File: src/hw/iwf_pkg.sv
package iwf_pkg;

    localparam int           IWF_NUM_SRC    = 8;
    localparam int           IWF_ADDR_W     = 4;
    localparam int           IWF_DATA_W     = 8;

    localparam logic [3:0]   IWF_OFS_ENABLE = 4'h4;
    localparam logic [3:0]   IWF_OFS_FLAGS  = 4'h7;
    localparam logic [3:0]   IWF_OFS_STATUS = 4'hB;
    localparam logic [3:0]   IWF_OFS_RAW    = 4'hC;
    localparam logic [3:0]   IWF_OFS_COUNT  = 4'hD;

    localparam logic [7:0]   IWF_ENABLE_RST = 8'h00;
    localparam logic [7:0]   IWF_COUNT_RST  = 8'h00;
    localparam logic [7:0]   IWF_RDATA_IDLE = 8'h00;
    localparam logic [7:0]   IWF_COUNT_STEP = 8'h01;

    // Status register fields
    localparam int           IWF_STAT_LOW   = 0;
    localparam int           IWF_STAT_DEEP  = 1;
    localparam int           IWF_STAT_LASTD = 2;
    localparam int           IWF_STAT_ANY   = 3;

    typedef enum logic [1:0] {
        IWF_RUN,
        IWF_STOP_LOW,
        IWF_STOP_DEEP
    } iwf_mode_t;

    typedef struct packed {
        logic [IWF_ADDR_W-1:0] addr;
        logic [IWF_DATA_W-1:0] wdata;
        logic                  wr;
        logic                  rd;
    } iwf_reg_req_t;

    typedef struct packed {
        logic cpu_wake;
        logic chip_reset;
    } iwf_exit_t;

endpackage : iwf_pkg

File: src/hw/iwf_flag_slice.sv
`timescale 1ns/1ns
module iwf_flag_slice
    import iwf_pkg::*;
(
    input  wire logic clk,
    input  wire logic rst_n,
    input  wire logic periph_flag,
    input  wire logic enable,
    input  wire logic capture,
    output logic      module_wake_flag
);

    logic cause;
    logic next_cause;

    always_comb begin
        next_cause = cause;
        if (capture && enable && periph_flag) begin
            next_cause = 1'b1;
        end else if (!periph_flag) begin
            // Peripheral cleared its own flag, so the mirror drops too
            next_cause = 1'b0;
        end
    end

    // Only the chip reset reaches this flop, never the wake reset
    always_ff @(posedge clk or negedge rst_n) begin
        if (!rst_n) begin
            cause <= 1'b0;
        end else begin
            cause <= next_cause;
        end
    end

    assign module_wake_flag = cause & periph_flag;

endmodule : iwf_flag_slice

File: src/hw/iwf_top.sv
`timescale 1ns/1ns
module iwf_top
    import iwf_pkg::*;
#(
    parameter int NUM_SRC = IWF_NUM_SRC
)
(
    input  wire logic               CLK,
    input  wire logic               RST_B,
    input  wire logic               WAKE_RST,
    input  wire logic [NUM_SRC-1:0] PERIPH_FLAG,
    input  wire logic               STOP_ENTER,
    input  wire logic               STOP_DEEP,
    input  wire iwf_reg_req_t       REG_REQ,
    output logic [IWF_DATA_W-1:0]   REG_RDATA,
    output iwf_exit_t               EXIT,
    output logic                    LOW_LEAK_ACTIVE
);

    // Reset release
    logic rst_meta;
    logic rst_n;

    always_ff @(posedge CLK or negedge RST_B) begin
        if (!RST_B) begin
            rst_meta <= 1'b0;
            rst_n    <= 1'b0;
        end else begin
            rst_meta <= 1'b1;
            rst_n    <= rst_meta;
        end
    end

    // Peripheral flags run on their own low power clocks
    logic [NUM_SRC-1:0] flag_meta;
    logic [NUM_SRC-1:0] flag_sync;

    always_ff @(posedge CLK or negedge rst_n) begin
        if (!rst_n) begin
            flag_meta <= '0;
            flag_sync <= '0;
        end else begin
            flag_meta <= PERIPH_FLAG;
            flag_sync <= flag_meta;
        end
    end

    // Wake source enables
    logic [NUM_SRC-1:0] enable;
    logic [NUM_SRC-1:0] next_enable;
    logic               wr_enable;

    assign wr_enable = REG_REQ.wr && (REG_REQ.addr == IWF_OFS_ENABLE);

    always_comb begin
        next_enable = enable;
        if (wr_enable) begin
            next_enable = REG_REQ.wdata[NUM_SRC-1:0];
        end
    end

    always_ff @(posedge CLK or negedge rst_n) begin
        if (!rst_n) begin
            enable <= IWF_ENABLE_RST[NUM_SRC-1:0];
        end else begin
            enable <= next_enable;
        end
    end

    // Power mode tracking
    iwf_mode_t          mode;
    iwf_mode_t          next_mode;
    logic               wake_hit;
    logic               capture;
    logic               last_deep;
    logic               next_last_deep;
    logic               any_exit;
    logic               next_any_exit;
    iwf_exit_t          exit_q;
    iwf_exit_t          next_exit;

    // A flag left set before entry wakes at once, as on silicon
    assign wake_hit = |(enable & flag_sync);
    assign capture  = wake_hit && (mode != IWF_RUN);

    always_comb begin
        next_mode      = mode;
        next_last_deep = last_deep;
        next_any_exit  = any_exit;
        next_exit      = '0;
        unique case (mode)
            IWF_RUN: begin
                if (STOP_ENTER) begin
                    next_mode = STOP_DEEP ? IWF_STOP_DEEP : IWF_STOP_LOW;
                end
            end
            IWF_STOP_LOW: begin
                if (wake_hit) begin
                    next_mode          = IWF_RUN;
                    next_exit.cpu_wake = 1'b1;
                    next_last_deep     = 1'b0;
                    next_any_exit      = 1'b1;
                end
            end
            IWF_STOP_DEEP: begin
                if (wake_hit) begin
                    next_mode            = IWF_RUN;
                    next_exit.chip_reset = 1'b1;
                    next_last_deep       = 1'b1;
                    next_any_exit        = 1'b1;
                end
            end
            default: begin
                next_mode = IWF_RUN;
            end
        endcase
        if (WAKE_RST) begin
            // Wake reset restarts sequencing but spares the flags
            next_mode = IWF_RUN;
            next_exit = '0;
        end
    end

    always_ff @(posedge CLK or negedge rst_n) begin
        if (!rst_n) begin
            mode      <= IWF_RUN;
            last_deep <= 1'b0;
            any_exit  <= 1'b0;
            exit_q    <= '0;
        end else begin
            mode      <= next_mode;
            last_deep <= next_last_deep;
            any_exit  <= next_any_exit;
            exit_q    <= next_exit;
        end
    end

    assign EXIT            = exit_q;
    assign LOW_LEAK_ACTIVE = (mode != IWF_RUN);

    // Exit counter survives wake reset for post-mortem reads
    logic [IWF_DATA_W-1:0] exit_count;
    logic [IWF_DATA_W-1:0] next_exit_count;

    always_comb begin
        next_exit_count = exit_count;
        if (capture) begin
            next_exit_count = exit_count + IWF_COUNT_STEP;
        end
    end

    always_ff @(posedge CLK or negedge rst_n) begin
        if (!rst_n) begin
            exit_count <= IWF_COUNT_RST;
        end else begin
            exit_count <= next_exit_count;
        end
    end

    // One flag slice per internal source
    logic [NUM_SRC-1:0] module_wake_flag;

    for (genvar i = 0; i < NUM_SRC; i++) begin : g_slice
        iwf_flag_slice u_slice (
            .clk              (CLK),
            .rst_n            (rst_n),
            .periph_flag      (flag_sync[i]),
            .enable           (enable[i]),
            .capture          (capture),
            .module_wake_flag (module_wake_flag[i])
        );
    end

    // Register read
    logic [IWF_DATA_W-1:0] rd_mux;
    logic [IWF_DATA_W-1:0] rdata;
    logic [IWF_DATA_W-1:0] next_rdata;

    always_comb begin
        rd_mux = IWF_RDATA_IDLE;
        unique case (REG_REQ.addr)
            IWF_OFS_ENABLE: begin
                rd_mux[NUM_SRC-1:0] = enable;
            end
            IWF_OFS_FLAGS: begin
                // Live value; a write here has no effect at all
                rd_mux[NUM_SRC-1:0] = module_wake_flag;
            end
            IWF_OFS_STATUS: begin
                rd_mux[IWF_STAT_LOW]   = (mode == IWF_STOP_LOW);
                rd_mux[IWF_STAT_DEEP]  = (mode == IWF_STOP_DEEP);
                rd_mux[IWF_STAT_LASTD] = last_deep;
                rd_mux[IWF_STAT_ANY]   = any_exit;
            end
            IWF_OFS_RAW: begin
                rd_mux[NUM_SRC-1:0] = flag_sync;
            end
            IWF_OFS_COUNT: begin
                rd_mux = exit_count;
            end
            default: begin
                rd_mux = IWF_RDATA_IDLE;
            end
        endcase
    end

    always_comb begin
        next_rdata = IWF_RDATA_IDLE;
        if (REG_REQ.rd) begin
            next_rdata = rd_mux;
        end
    end

    always_ff @(posedge CLK or negedge rst_n) begin
        if (!rst_n) begin
            rdata <= IWF_RDATA_IDLE;
        end else begin
            rdata <= next_rdata;
        end
    end

    assign REG_RDATA = rdata;

endmodule : iwf_top

File: config.mk
export PLATFORM = sky130hd
export DESIGN_NAME = iwf_top
export DESIGN_NICKNAME = d
export VERILOG_FILES = /design/src/hw/iwf_pkg.sv /design/src/hw/iwf_flag_slice.sv /design/src/hw/iwf_top.sv
export SDC_FILE = /design/constraint.sdc
export NUM_CORES = 1
export LEC_CHECK = 0
export ABC_AREA = 1
export BUFFER_PORTS_ARGS = -buffer_cell sky130_fd_sc_hd__buf_2
export CAP_MARGIN = 20
export CORE_ASPECT_RATIO = 2
export CORE_UTILIZATION = 25
export CTS_BUF_LIST = sky130_fd_sc_hd__clkbuf_2
export DETAILED_ROUTE_END_ITERATION = 8
export MAX_ROUTING_LAYER = met4
export SYNTH_ARGS = -nofsm -noshare
export SYNTH_HDL_FRONTEND = slang
export SYNTH_SLANG_ARGS = --single-unit
File: constraint.sdc
create_clock -name CLK -period 2.4 [get_ports CLK]
set_clock_uncertainty 0.2 [all_clocks]
set_input_delay 0.12 -clock CLK [delete_from_list [all_inputs] [get_ports CLK]]
set_output_delay 0.12 -clock CLK [all_outputs]
set_load 0.02 [all_outputs]
* Word-level counts from Yosys, hierarchy flattened *
Index checks and enable logic that the tools add are counted.

word-level totals
  register bits = 56
  latch bits = 0
  bits in read-only memories = 0
  bits of input ports = 27
  RAM bits = 0
  memories = 0

cells by class
  $mul = 0
  reductions and logical operators = 26
  order comparisons = 0
  shift operators = 0
  $add $sub $neg = 1
  bitwise gates (word level) = 9
  equal/unequal tests = 19
  multiplexer cells = 31
  divide/modulo/power cells = 0

operators by type and width
  kind                                                                     number
  1-bit 2-to-1 mux                                                         21
  4-bit case mux with 5 select lines                                       1
  1-bit logical AND                                                        18
  2-bit by 1-bit inequality test with 1-bit output, second input constant  8
  4-bit case mux with 4 select lines                                       1
  4-bit == test, second input constant                                     3
  2-bit 2-to-1 mux                                                         5
  8-bit by 1-bit adder with 8-bit output, second input constant            1
  1-bit AND                                                                8
  8-bit AND                                                                1
  4-bit by 3-bit == test with 1-bit output, second input constant          2
  8-bit 2-to-1 mux                                                         1
  8-bit OR reduction                                                       1
  2-bit inequality test, second input constant                             2
  2-bit case mux with 2 select lines                                       1
  2-bit AND reduction                                                      2
  2-bit nonzero test                                                       2
  3-bit by 1-bit inequality test with 1-bit output, second input constant  1
  3-bit inequality test, second input constant                             1
  3-bit AND reduction                                                      1
  2-bit by 1-bit == test with 1-bit output, second input constant          1
  2-bit == test, second input constant                                     1
  2-bit logical NOT                                                        1
  1-bit case mux with 2 select lines                                       1
  2-bit OR reduction                                                       1

* Depth between registers and ports, before layout *
Gate-level depths: netlist of run 1.

  depth after elaboration = 6
  depth in mapped cells = 8

* By module *
Synthesis of run 1 repeated with hierarchy kept, for this count alone.

second synthesis, totals
  cell total of the unflattened synthesis = 289
  area, all modules = 2472.4 um2

by module, submodules not included
  module          cells an instance  area an instance (um2)  instances
  iwf_top         249                2142.1                  1
  iwf_flag_slice  5                  41.3                    8

* Worst setup path after synthesis of run 1 *
Ideal clock, no wire load.

  path kind = register to register
  start = register mode[0]
  end = register exit_count[5]
  cell stages (with the launch flop) = 8
  slack = 0.906 ns
  library setup time = 0.118 ns
  data required time = 2.082 ns
  arrival = 1.176 ns
  cells stage by stage = dfrtp_1 > inv_1 > ha_1 > inv_2 > nand2_2 > buf_4 > nand2_1 > nand2_1

between the ends
  cells in the longest elaborated chain, start to end = 2

ends and longest elaborated chain
  item                    RTL line        RTL
  start, declared         iwf_top.sv:71   iwf_mode_t mode;
  start signal, assigned  iwf_top.sv:131  mode <= next_mode;
  2-bit nonzero test      -
  via LOW_LEAK_ACTIVE     iwf_top.sv:17   output logic LOW_LEAK_ACTIVE
  1-bit logical AND       iwf_top.sv:84   assign capture = wake_hit && (mode != IWF_RUN);
  end signal, assigned    iwf_top.sv:156  exit_count <= next_exit_count;
  end, declared           iwf_top.sv:142  logic [IWF_DATA_W-1:0] exit_count;

The timed path passes the listed nets, and every way through them passes these cells.
A chain may end at the register's enable or synchronous reset.

* Worst setup path in the final report of run 1 *
  start = register mode[0]
  end = register mode[0]

between the ends
  cells in the longest elaborated chain, start to end = 4
  elaborated cells between the ends (all ways) = 9

ends and longest elaborated chain
  item                                                                                                           RTL line       RTL
  2-bit by 1-bit == test with 1-bit output / 2-bit == test (equally long branches)                               iwf_top.sv:91  unique case (mode)
  2-bit OR reduction (no source line)                                                                            -
  2-bit case mux with 2 select lines / 3-bit by 1-bit inequality test with 1-bit output (equally long branches)  -
  2-bit 2-to-1 mux / 2-bit AND reduction (equally long branches)                                                 -

Parallel ways exist; a longest one is shown, timed or not.

==> results of run 1 <==
per-layer routing:
metal / wire (um) / vias to the layer above / part of all wire (%)
li1: - / 1024 / -
met1: 2034 / 945 / 37
met2: 3105 / 48 / 56
met3: 178 / 14 / 3.2
met4: 252 / 0 / 4.5
met5: 0 / - / 0
kinds of logic (layout without fill, tap and decap cells):
group / Yosys count / in the layout / share of synthesized area [%]
simple gates: 147 / 147 / 26.14
flops: 56 / 56 / 57.17
buf+inv: 32 / 111 / 6.176
compound gates: 29 / 29 / 7.249
fa+ha+maj: 4 / 4 / 2.042
xor+xnor: 3 / 3 / 1.072
other cells: 1 / 2 / 0.1530
metrics by stage:
step | setup WS, ns | instances
after floorplan | 0.5255 | 272
final | 0.2690 | 482
after CTS | 0.2683 | 481
after detailed placement | 0.4344 | 436
after global routing | 0.2144 | 482
after global placement | 0.5033 | 436
critical path, stage by stage (launching register included):
cell and delay, ns:
dfrtp_1 0.44, inv_1 0.07, ha_1 0.31, inv_1 0.04
nor2_1 0.12, nand3_1 0.18, nand3_1 0.11, dlygate4sd3_1 0.55
nand2_1 0.05
flip-flops by register name, summed over array words and instances (netlist names):
register               count
EXIT                       2
REG_RDATA                  8
any_exit                   1
enable                     8
exit_count                 8
flag_meta                  8
flag_sync                  8
g_slice.u_slice.cause      8
last_deep                  1
mode                       2
rst_meta                   1
rst_n                      1
report_power, final:
group | internal (uW) | switching (uW)
Clock | 179 | 292
Combinational | 213 | 253
Sequential | 1070 | 87.9
cell type report:
cell class                      count  share of cell area (%)
Clock buffer                        6                  0.9364
Sequential cell                    56                   43.74
Tap cell                          130                   5.072
Inverter                           26                   3.043
Antenna cell                        1                 0.07803
Timing Repair Buffer               77                   18.03
Clock inverter                      2                   1.092
Multi-Input combinational cell    184                   28.01
timing repair:
action | 4_1_cts | 5_1_grt
resized for setup | 0 | 0
hold buffers | 37 | 0
hold endpoints to repair | 30 | 0
cell usage in the layout (no fill, tap or decap), drive strengths merged:
cell type / n
nand2: 71
o21ai: 28
xnor2: 1
dlygate4sd3: 37
nand3: 40
bufinv: 1
nand3b: 4
nand4: 1
and3: 1
diode: 1
buf: 40
inv: 25
a21o: 1
nor2: 29
xor2: 2
ha: 4
conb: 1
nor3: 1
clkinv: 2
clkbuf: 6
dfrtp: 56
worst max path at each step:
stage                      start                  endpoint  slack (ns)  cells after the start
floorplan                  rst_n                   EXIT[0]        0.53                      0
global placement    flag_sync[6]  g_slice[7].u_slice.cause        0.50                      6
detailed placement     enable[6]  g_slice[2].u_slice.cause        0.43                      6
CTS                      mode[0]                   mode[0]        0.27                      8
global route             mode[1]                   mode[0]        0.21                      8
finish                   mode[0]                   mode[0]        0.27                      8
==> impl_metrics.py, run 1 <==
metrics = {
    "yosys": {
        "avgSynthCellArea_um2": 9.011,
        "ys.flop_type": "dfrtp_1",
        "synth.distinct_cells": 25,
        "seq_area_frac_synth_pct": 57.17,
        "yosys_warnings": 0,
        "yosys.area.top_type": "dfrtp_1",
        "synth-seq-cells": 56,
        "yosys-top-cells-count": "nand2_1 (68), dfrtp_1 (56), nand3_1 (40)",
        "syn_inst": 272,
        "synth_fp_nets": 303,
        "syn_area_mm2": 0.002451,
        "synth-edff-count": 0,
        "synth-async-reset-ratio_pct": 100.0,
        "yosysTopAreaCellShare_pct": 57.17,
        "synth.most_common_cell": "nand2_1",
        "synth.area.top_cells": "dfrtp_1 (57%), nand2_1 (10%), nand3_1 (8.2%), nor2_1 (4.1%), o21ai_0 (4.1%)",
    },
    "final_layout": {
        "nets": 381,
        "multi_input_area_um2": 898.4,
        "utilization_pct": 33.95,
        "drive_gt1_share_pct": 17.95,
        "design_area_mm2": 0.003207,
        "area_delta_synth_final_pct": 30.83,
        "nFillCells": 1009,
        "regArea_mm2": 0.001403,
    },
    "floorplan": {
        "fp.coreArea_mm2": 0.009447,
        "die_w_um": 72.02,
        "start_util_pct": 25.95,
        "die_h_um": 142.0,
        "die_area_mm2": 0.01023,
        "std_cell_rows": 50,
        "pin_count": 38,
    },
    "timing": {
        "fin_crit_sh_pct": 88.79,
        "slew_headroom_pct": 55.28,
        "tns_ns": 0,
        "final-setup-viol-count": 0,
        "fmax_mhz": 469.3,
        "drv_slew": 0,
        "final.min_clock_period_ns": 2.131,
        "hold_ws_ns": 0.07729,
        "hold_viol_final": 0,
        "rsz0062_at_grt": "no",
        "tightest_slew_ns": 0.6707,
    },
    "clock_tree": {
        "numCtsBuffers": 5,
        "clock-sinks": 56,
        "clkLatencyLatePin_ns": 0.47,
        "root_buffer": "clkbuf_2",
        "clockBufferDepth": 2,
        "clk_pin_slew_ns": 0.27,
        "h-tree-depth": 2,
        "cts_tree": "done",
        "postCtsSetupRepairBufs": 0,
    },
    "global_routing": {
        "grt_use_met2_pct": 21.65,
        "grt_use_met1_pct": 11.69,
        "grt_pass1_wl_mm": 9.232,
        "antenna_found_initial": 1,
        "track_usage_pct": 12.30,
        "gr-total-overflow": 0,
        "grt_pass1_vias": 2029,
        "grt.busiest_layer": "met2",
        "grt_max_degree": 55,
        "met3_usage_pct": 2.195,
    },
    "worst_setup_path": {
        "r2r-start": "mode[0]",
        "critical_path_peak_fanout": 3,
        "setup.worst_path.class": "register to register",
        "critPathCaptureType": "register",
        "startpoint_type": "register",
        "worstReg2RegEnd": "mode[0]",
        "crit_required_ns": 2.61,
        "crit_arrival_ns": 2.34,
        "worstRegToRegCells": 8,
        "r2r_setup_slack_ns": 0.27,
    },
    "drt": {
        "wl_mm": 5.571,
        "drtIter0Drc": 88,
        "post-route-drc-count": 0,
        "drtAntennaViolNets": 0,
        "avgRoutedWirePerCell_um": 11.56,
        "viasPerCell": 4.214,
        "vias": 2031,
        "first_pass_iters": 4,
    },
    "power_and_ir_drop": {
        "p_leak_uw": 0.001580,
        "p_per_area_mw_per_mm2": 652.5,
        "peakVddDrop_uv": 241.5,
        "power_uw": 2092,
    },
    "placement": {
        "port_buffers": 37,
        "hpwl_mm": 3.994,
        "place_congestion": 0.8335,
        "post_dp_cell_area_mm2": 0.002769,
    },
    "worst_hold_path": {
        "hp-class": "input pin to register",
        "worst_hold_path.num_cells": 2,
        "min_from": "PERIPH_FLAG[3]",
        "hold_end": "flag_meta[3]",
    },
    "outcome": {
        "status": "finished, final reports clean",
    },
    "run": {
        "cap_violations": 0,
    },
}
Power figures use the tool's default switching activity.
==> run 2: changes to the inputs <==
PLACE_DENSITY_LB_ADDON = 0.3   (was default)
SLEW_MARGIN = 20   (was default)
==> impl_metrics.py, run 2 (synthesized netlist as in run 1, its figures left out) <==
metrics = {
    "drt": {
        "wl_mm": 5.780,
        "first_pass_iters": 4,
        "avgRoutedWirePerCell_um": 11.99,
        "drtIter0Drc": 113,
        "viasPerCell": 4.160,
        "vias": 2005,
        "post-route-drc-count": 0,
        "drtAntennaViolNets": 0,
    },
    "global_routing": {
        "grt_pass1_wl_mm": 9.604,
        "grt_pass1_vias": 2058,
        "grt_max_degree": 31,
        "track_usage_pct": 12.79,
        "antenna_found_initial": 1,
        "gr-total-overflow": 0,
    },
    "floorplan": {
        "pin_count": 38,
        "std_cell_rows": 50,
        "die_h_um": 142.0,
        "start_util_pct": 25.95,
        "die_area_mm2": 0.01023,
        "fp.coreArea_mm2": 0.009447,
        "die_w_um": 72.02,
    },
    "final_layout": {
        "utilization_pct": 33.88,
        "layout_commonest_cell": "nand2_1",
        "layout_common_cells": "nand2_1 (68), dfrtp_1 (55), nand3_1 (39), dlygate4sd3_1 (37), buf_2 (37)",
        "drive_gt1_share_pct": 17.95,
        "design_area_mm2": 0.003201,
        "nets": 381,
        "fin_cells": 482,
        "area_delta_synth_final_pct": 30.58,
    },
    "worst_hold_path": {
        "hp-class": "input pin to register",
    },
    "timing": {
        "hold_ws_ns": 0.05803,
        "final.min_clock_period_ns": 2.262,
        "rsz0062_at_grt": "no",
        "fmax_mhz": 442.1,
        "hold_viol_final": 0,
        "fin_crit_sh_pct": 94.24,
        "tns_ns": 0,
        "final-setup-viol-count": 0,
        "slew_headroom_pct": 60.76,
        "tightest_slew_ns": 0.5886,
        "drv_slew": 0,
    },
    "clock_tree": {
        "cts_tree": "done",
        "root_buffer": "clkbuf_2",
        "clk_pin_slew_ns": 0.27,
        "h-tree-depth": 2,
        "clockBufferDepth": 2,
        "clock-sinks": 56,
        "clkLatencyLatePin_ns": 0.47,
        "numCtsBuffers": 5,
        "postCtsSetupRepairBufs": 0,
    },
    "worst_setup_path": {
        "critical_path_peak_fanout": 3,
        "crit_arrival_ns": 2.47,
        "setup.worst_path.class": "register to register",
        "startpoint_type": "register",
        "critPathCaptureType": "register",
        "crit_required_ns": 2.61,
    },
    "outcome": {
        "status": "finished, final reports clean",
    },
    "placement": {
        "dp.cells": 436,
        "port_buffers": 37,
        "hpwl_mm": 4.259,
        "post_dp_cell_area_mm2": 0.002781,
        "place_congestion": 0.7751,
    },
    "power_and_ir_drop": {
        "p_leak_uw": 0.001569,
        "p_per_area_mw_per_mm2": 624.4,
        "peakVddDrop_uv": 197.9,
    },
    "run": {
        "cap_violations": 0,
    },
}
-- run 2: cell count changes in the layout (fill, tap and decap cells not counted) --
cell	before	now
clkinvlp_4	0	1
nand3_1	40	39
clkinv_1	1	2
buf_4	3	2
clkinv_2	1	0
nand3_2	0	1
bufinv_16	1	0
buf_12	0	1
-- run 2: area by class of cell --
cell class                      count  area (um^2)
Sequential cell                    56         1403
Multi-Input combinational cell    184        903.4
Inverter                           26        97.59
Clock inverter                      2        11.26
Clock buffer                        6        30.03
Tap cell                          130        162.7
Antenna cell                        1        2.502
Timing Repair Buffer               77        590.6
Fill cell                        1007         6246
-- run 2: stage by stage --
stage / worst slack, ns / total power [uW]
floorplan: 0.5255 / 1434
global placement: 0.6788 / 1552
detailed placement: 0.6546 / 1563
CTS: 0.06947 / 2022
global route: 0.02952 / 2137
finish: 0.1382 / 1998
-- run 2: power by group --
group | switching (uW) | leakage [uW] | internal [uW]
Clock | 302 | 0.0000266 | 72.3
Combinational | 243 | 0.000843 | 215
Sequential | 97.5 | 0.000700 | 1070
-- run 2: layer usage --
| metal | vias to the layer above | global-route usage (%) | wire length [um] | part of all wire, % |
|---|---|---|---|---|
| met2 | 46 | 21.35 | 3085 | 53 |
| met1 | 919 | 13.06 | 2246 | 39 |
| li1 | 1026 | - | - | - |
| met4 | 0 | 9.598 | 282 | 4.9 |
| met3 | 14 | 2.337 | 166 | 2.9 |
| met5 | - | - | 0 | 0 |
-- run 2: worst paths after layout --
check | from | end | slack (ns) | depth (start not counted)
min in group asynchronous | rst_n | flag_meta[5] | 0.09 | 0
worst min register to register | rst_n | flag_meta[5] | 0.09 | 0
worst max-delay path | mode[1] | mode[0] | 0.14 | 8
max in group asynchronous | rst_n | g_slice[4].u_slice.cause | 1.36 | 1
worst min-delay path | PERIPH_FLAG[0] | flag_meta[0] | 0.06 | 2
worst max register to register | mode[1] | mode[0] | 0.14 | 8
-- run 2: critical path: stages (launching register included) --
cell	delay (ns)
dfrtp_1	0.44
inv_1	0.07
ha_1	0.29
inv_1	0.04
nor2_1	0.26
nand3_2	0.19
nand3_1	0.10
dlygate4sd3_1	0.56
nand2_1	0.06
-- run 2: timing repair --
item | 4_1_cts | 5_1_grt
endpoints found under the setup margin | 0 | 1
hold buffers | 37 | 0
resized for setup | 0 | 1
hold endpoints to repair | 30 | 0
==> run 3: changes to the inputs <==
ABC_AREA = default   (was 1)
RECOVER_POWER = 100   (was default)
==> impl_metrics.py, run 3 <==
metrics = {
    "yosys": {
        "yosys_warnings": 0,
        "syn_area_mm2": 0.002305,
        "synth-edff-count": 0,
        "synth-xor-area-share_pct": 3.040,
        "seq_area_frac_synth_pct": 60.80,
        "synthAdderAreaFrac_pct": 2.172,
        "yosys.area.top_type": "dfrtp_1",
        "synth.area.mux_share_pct": 7.438,
        "synth.distinct_cells": 38,
        "synth_top_family_by_area": "simple AND/OR/NAND/NOR gates",
        "synth.most_common_cell": "dfrtp_1",
        "synth-seq-cells": 56,
        "synth-simple-area-share_pct": 12.65,
        "yosysTopAreaCellShare_pct": 60.80,
        "ys.flop_type": "dfrtp_1",
        "yosys-top-cells-count": "dfrtp_1 (56), a21oi_1 (16), nand3_1 (9)",
        "synth-compound-area-share_pct": 12.21,
        "avgSynthCellArea_um2": 13.09,
        "synth_fp_nets": 207,
        "synth-async-reset-ratio_pct": 100.0,
        "syn_inst": 176,
        "synth.area.top_cells": "dfrtp_1 (61%), mux2_4 (5.2%), a21oi_1 (3.5%), xnor2_1 (2.7%), a22oi_1 (2.6%)",
    },
    "drt": {
        "vias": 1682,
        "drtAntennaViolNets": 0,
        "viasPerCell": 4.672,
        "avgRoutedWirePerCell_um": 14.98,
        "drtIter0Drc": 64,
        "first_pass_iters": 4,
        "post-route-drc-count": 0,
        "wl_mm": 5.394,
    },
    "timing": {
        "fin_crit_sh_pct": 97.71,
        "hold_viol_final": 0,
        "timing.final.ws_setup_ns": 0.05489,
        "final-setup-viol-count": 0,
        "fmax_mhz": 426.4,
        "tightest_slew_ns": 1.034,
        "hold_ws_ns": 0.03301,
        "tns_ns": 0,
        "rsz0062_at_grt": "no",
        "drv_slew": 0,
        "final.min_clock_period_ns": 2.345,
        "slew_headroom_pct": 30.18,
    },
    "clock_tree": {
        "ctsResizeCount": 0,
        "clk_pin_slew_ns": 0.28,
        "cts_hold_buf": 36,
        "clockBufferDepth": 2,
        "numCtsBuffers": 5,
        "root_buffer": "clkbuf_2",
        "postCtsSetupRepairBufs": 0,
        "clock-sinks": 56,
        "clkLatencyLatePin_ns": 0.47,
        "h-tree-depth": 2,
        "cts_tree": "done",
    },
    "global_routing": {
        "track_usage_pct": 12.38,
        "grt_pass1_wl_mm": 8.562,
        "grt_pass1_vias": 1722,
        "antenna_found_initial": 1,
        "gr-total-overflow": 0,
        "grt_max_degree": 26,
    },
    "run": {
        "cap_violations": 0,
    },
    "power_and_ir_drop": {
        "peakVddDrop_uv": 274.9,
        "p_leak_uw": 0.001343,
        "p_per_area_mw_per_mm2": 651.8,
    },
    "floorplan": {
        "die_area_mm2": 0.009630,
        "die_h_um": 137.8,
        "die_w_um": 69.89,
        "start_util_pct": 25.75,
        "pin_count": 38,
        "std_cell_rows": 49,
        "fp.coreArea_mm2": 0.008951,
    },
    "worst_setup_path": {
        "crit_required_ns": 2.57,
        "critical_path_peak_fanout": 9,
        "crit_start": "REG_REQ[12]",
        "startpoint_type": "input pin",
        "setup.worst_path.class": "input pin to register",
        "critPathCaptureType": "register",
        "r2r-start": "mode[0]",
        "crit_arrival_ns": 2.51,
    },
    "placement": {
        "port_buffers": 37,
        "pre_cts_ws_ns": 0.4812,
        "hpwl_mm": 4.067,
        "place_congestion": 0.8201,
    },
    "final_layout": {
        "nets": 287,
        "area_delta_synth_final_pct": 28.77,
        "layout_commonest_cell": "dfrtp_1",
        "nFillCells": 933,
        "layout_common_cells": "dfrtp_1 (56), dlygate4sd3_1 (36), buf_2 (26), a21oi_1 (16), clkbuf_1 (13)",
        "drive_gt1_share_pct": 16.73,
    },
    "worst_hold_path": {
        "hp-class": "input pin to register",
        "min_from": "REG_REQ[11]",
    },
    "outcome": {
        "status": "finished, final reports clean",
    },
}
[run 3: cell types whose count changed in the layout (fill, tap and decap cells not counted), sizes merged, moves of 6 or more]
cell,delta
xnor2,+6
a22oi,+8
nor2,-24
nand3,-31
buf,-14
o21ai,-28
nor2b,+8
inv,-20
mux2,+9
clkbuf,+15
a21oi,+16
nand2,-63
[run 3: logic make-up after synthesis]
group                    Yosys count
buffers and inverters              8
flip-flops                        56
AND/OR/NAND/NOR                   46
other                              1
XOR/XNOR                           8
multiplexers                      13
adder cells (fa/ha/maj)            4
AO/OA/AOI/OAI                     40
[run 3: final timing paths]
path / end / slack [ns] / cells after the start
max in group asynchronous: flag_meta[6] / 0.79 / 1
setup reg to reg: exit_count[1] / 0.16 / 4
setup / recovery: enable[4] / 0.05 / 7
hold / removal: REG_RDATA[3] / 0.03 / 4
min in group asynchronous: flag_meta[2] / 0.15 / 0
hold reg to reg: flag_meta[2] / 0.15 / 0
[run 3: final cells by class]
class                      instances  area (um^2)  area share [%]
sequential                        56         1401           47.22
multi-input combinational        112        833.3           28.08
timing repair buffer              76        544.3           18.34
tap                              102        127.6           4.300
clock buffer                       7        35.03           1.180
inverter                           5        18.77          0.6324
clock inverter                     1        5.005          0.1686
antenna                            1        2.502         0.08432
[run 3: worst max-delay path: stages]
cell           delay, ns
dlygate4sd3_1       0.52
buf_2               0.19
or3b_4              0.45
nor2_4              0.22
nand2_8             0.11
mux2_1              0.33
dlygate4sd3_1       0.55
[run 3: per-layer routing]
metal | vias up | global-route usage, % | wire (um)
li1 | 793 | - | -
met3 | 17 | 2.195 | 140
met2 | 46 | 22.22 | 2986
met1 | 826 | 11.42 | 1988
met5 | - | - | 0
met4 | 0 | 9.667 | 279
[run 3: stage by stage]
step	instance area [um^2]	power [uW]	std cells	util [%]
after floorplan	2305	1406	176	-
after global placement	2625	1530	315	29.33
after detailed placement	2625	1540	315	29.33
after CTS	3025	1986	359	33.80
after global routing	2968	2053	360	33.16
final	2968	1934	360	33.16
[run 3: power by group]
group	switching (uW)	internal, uW	leakage (uW)	total (uW)
Sequential	136	1060	0.000708	1200
Combinational	166	213	0.000602	379
Clock	281	79.2	0.0000330	360
Total	583	1350	0.00134	1930
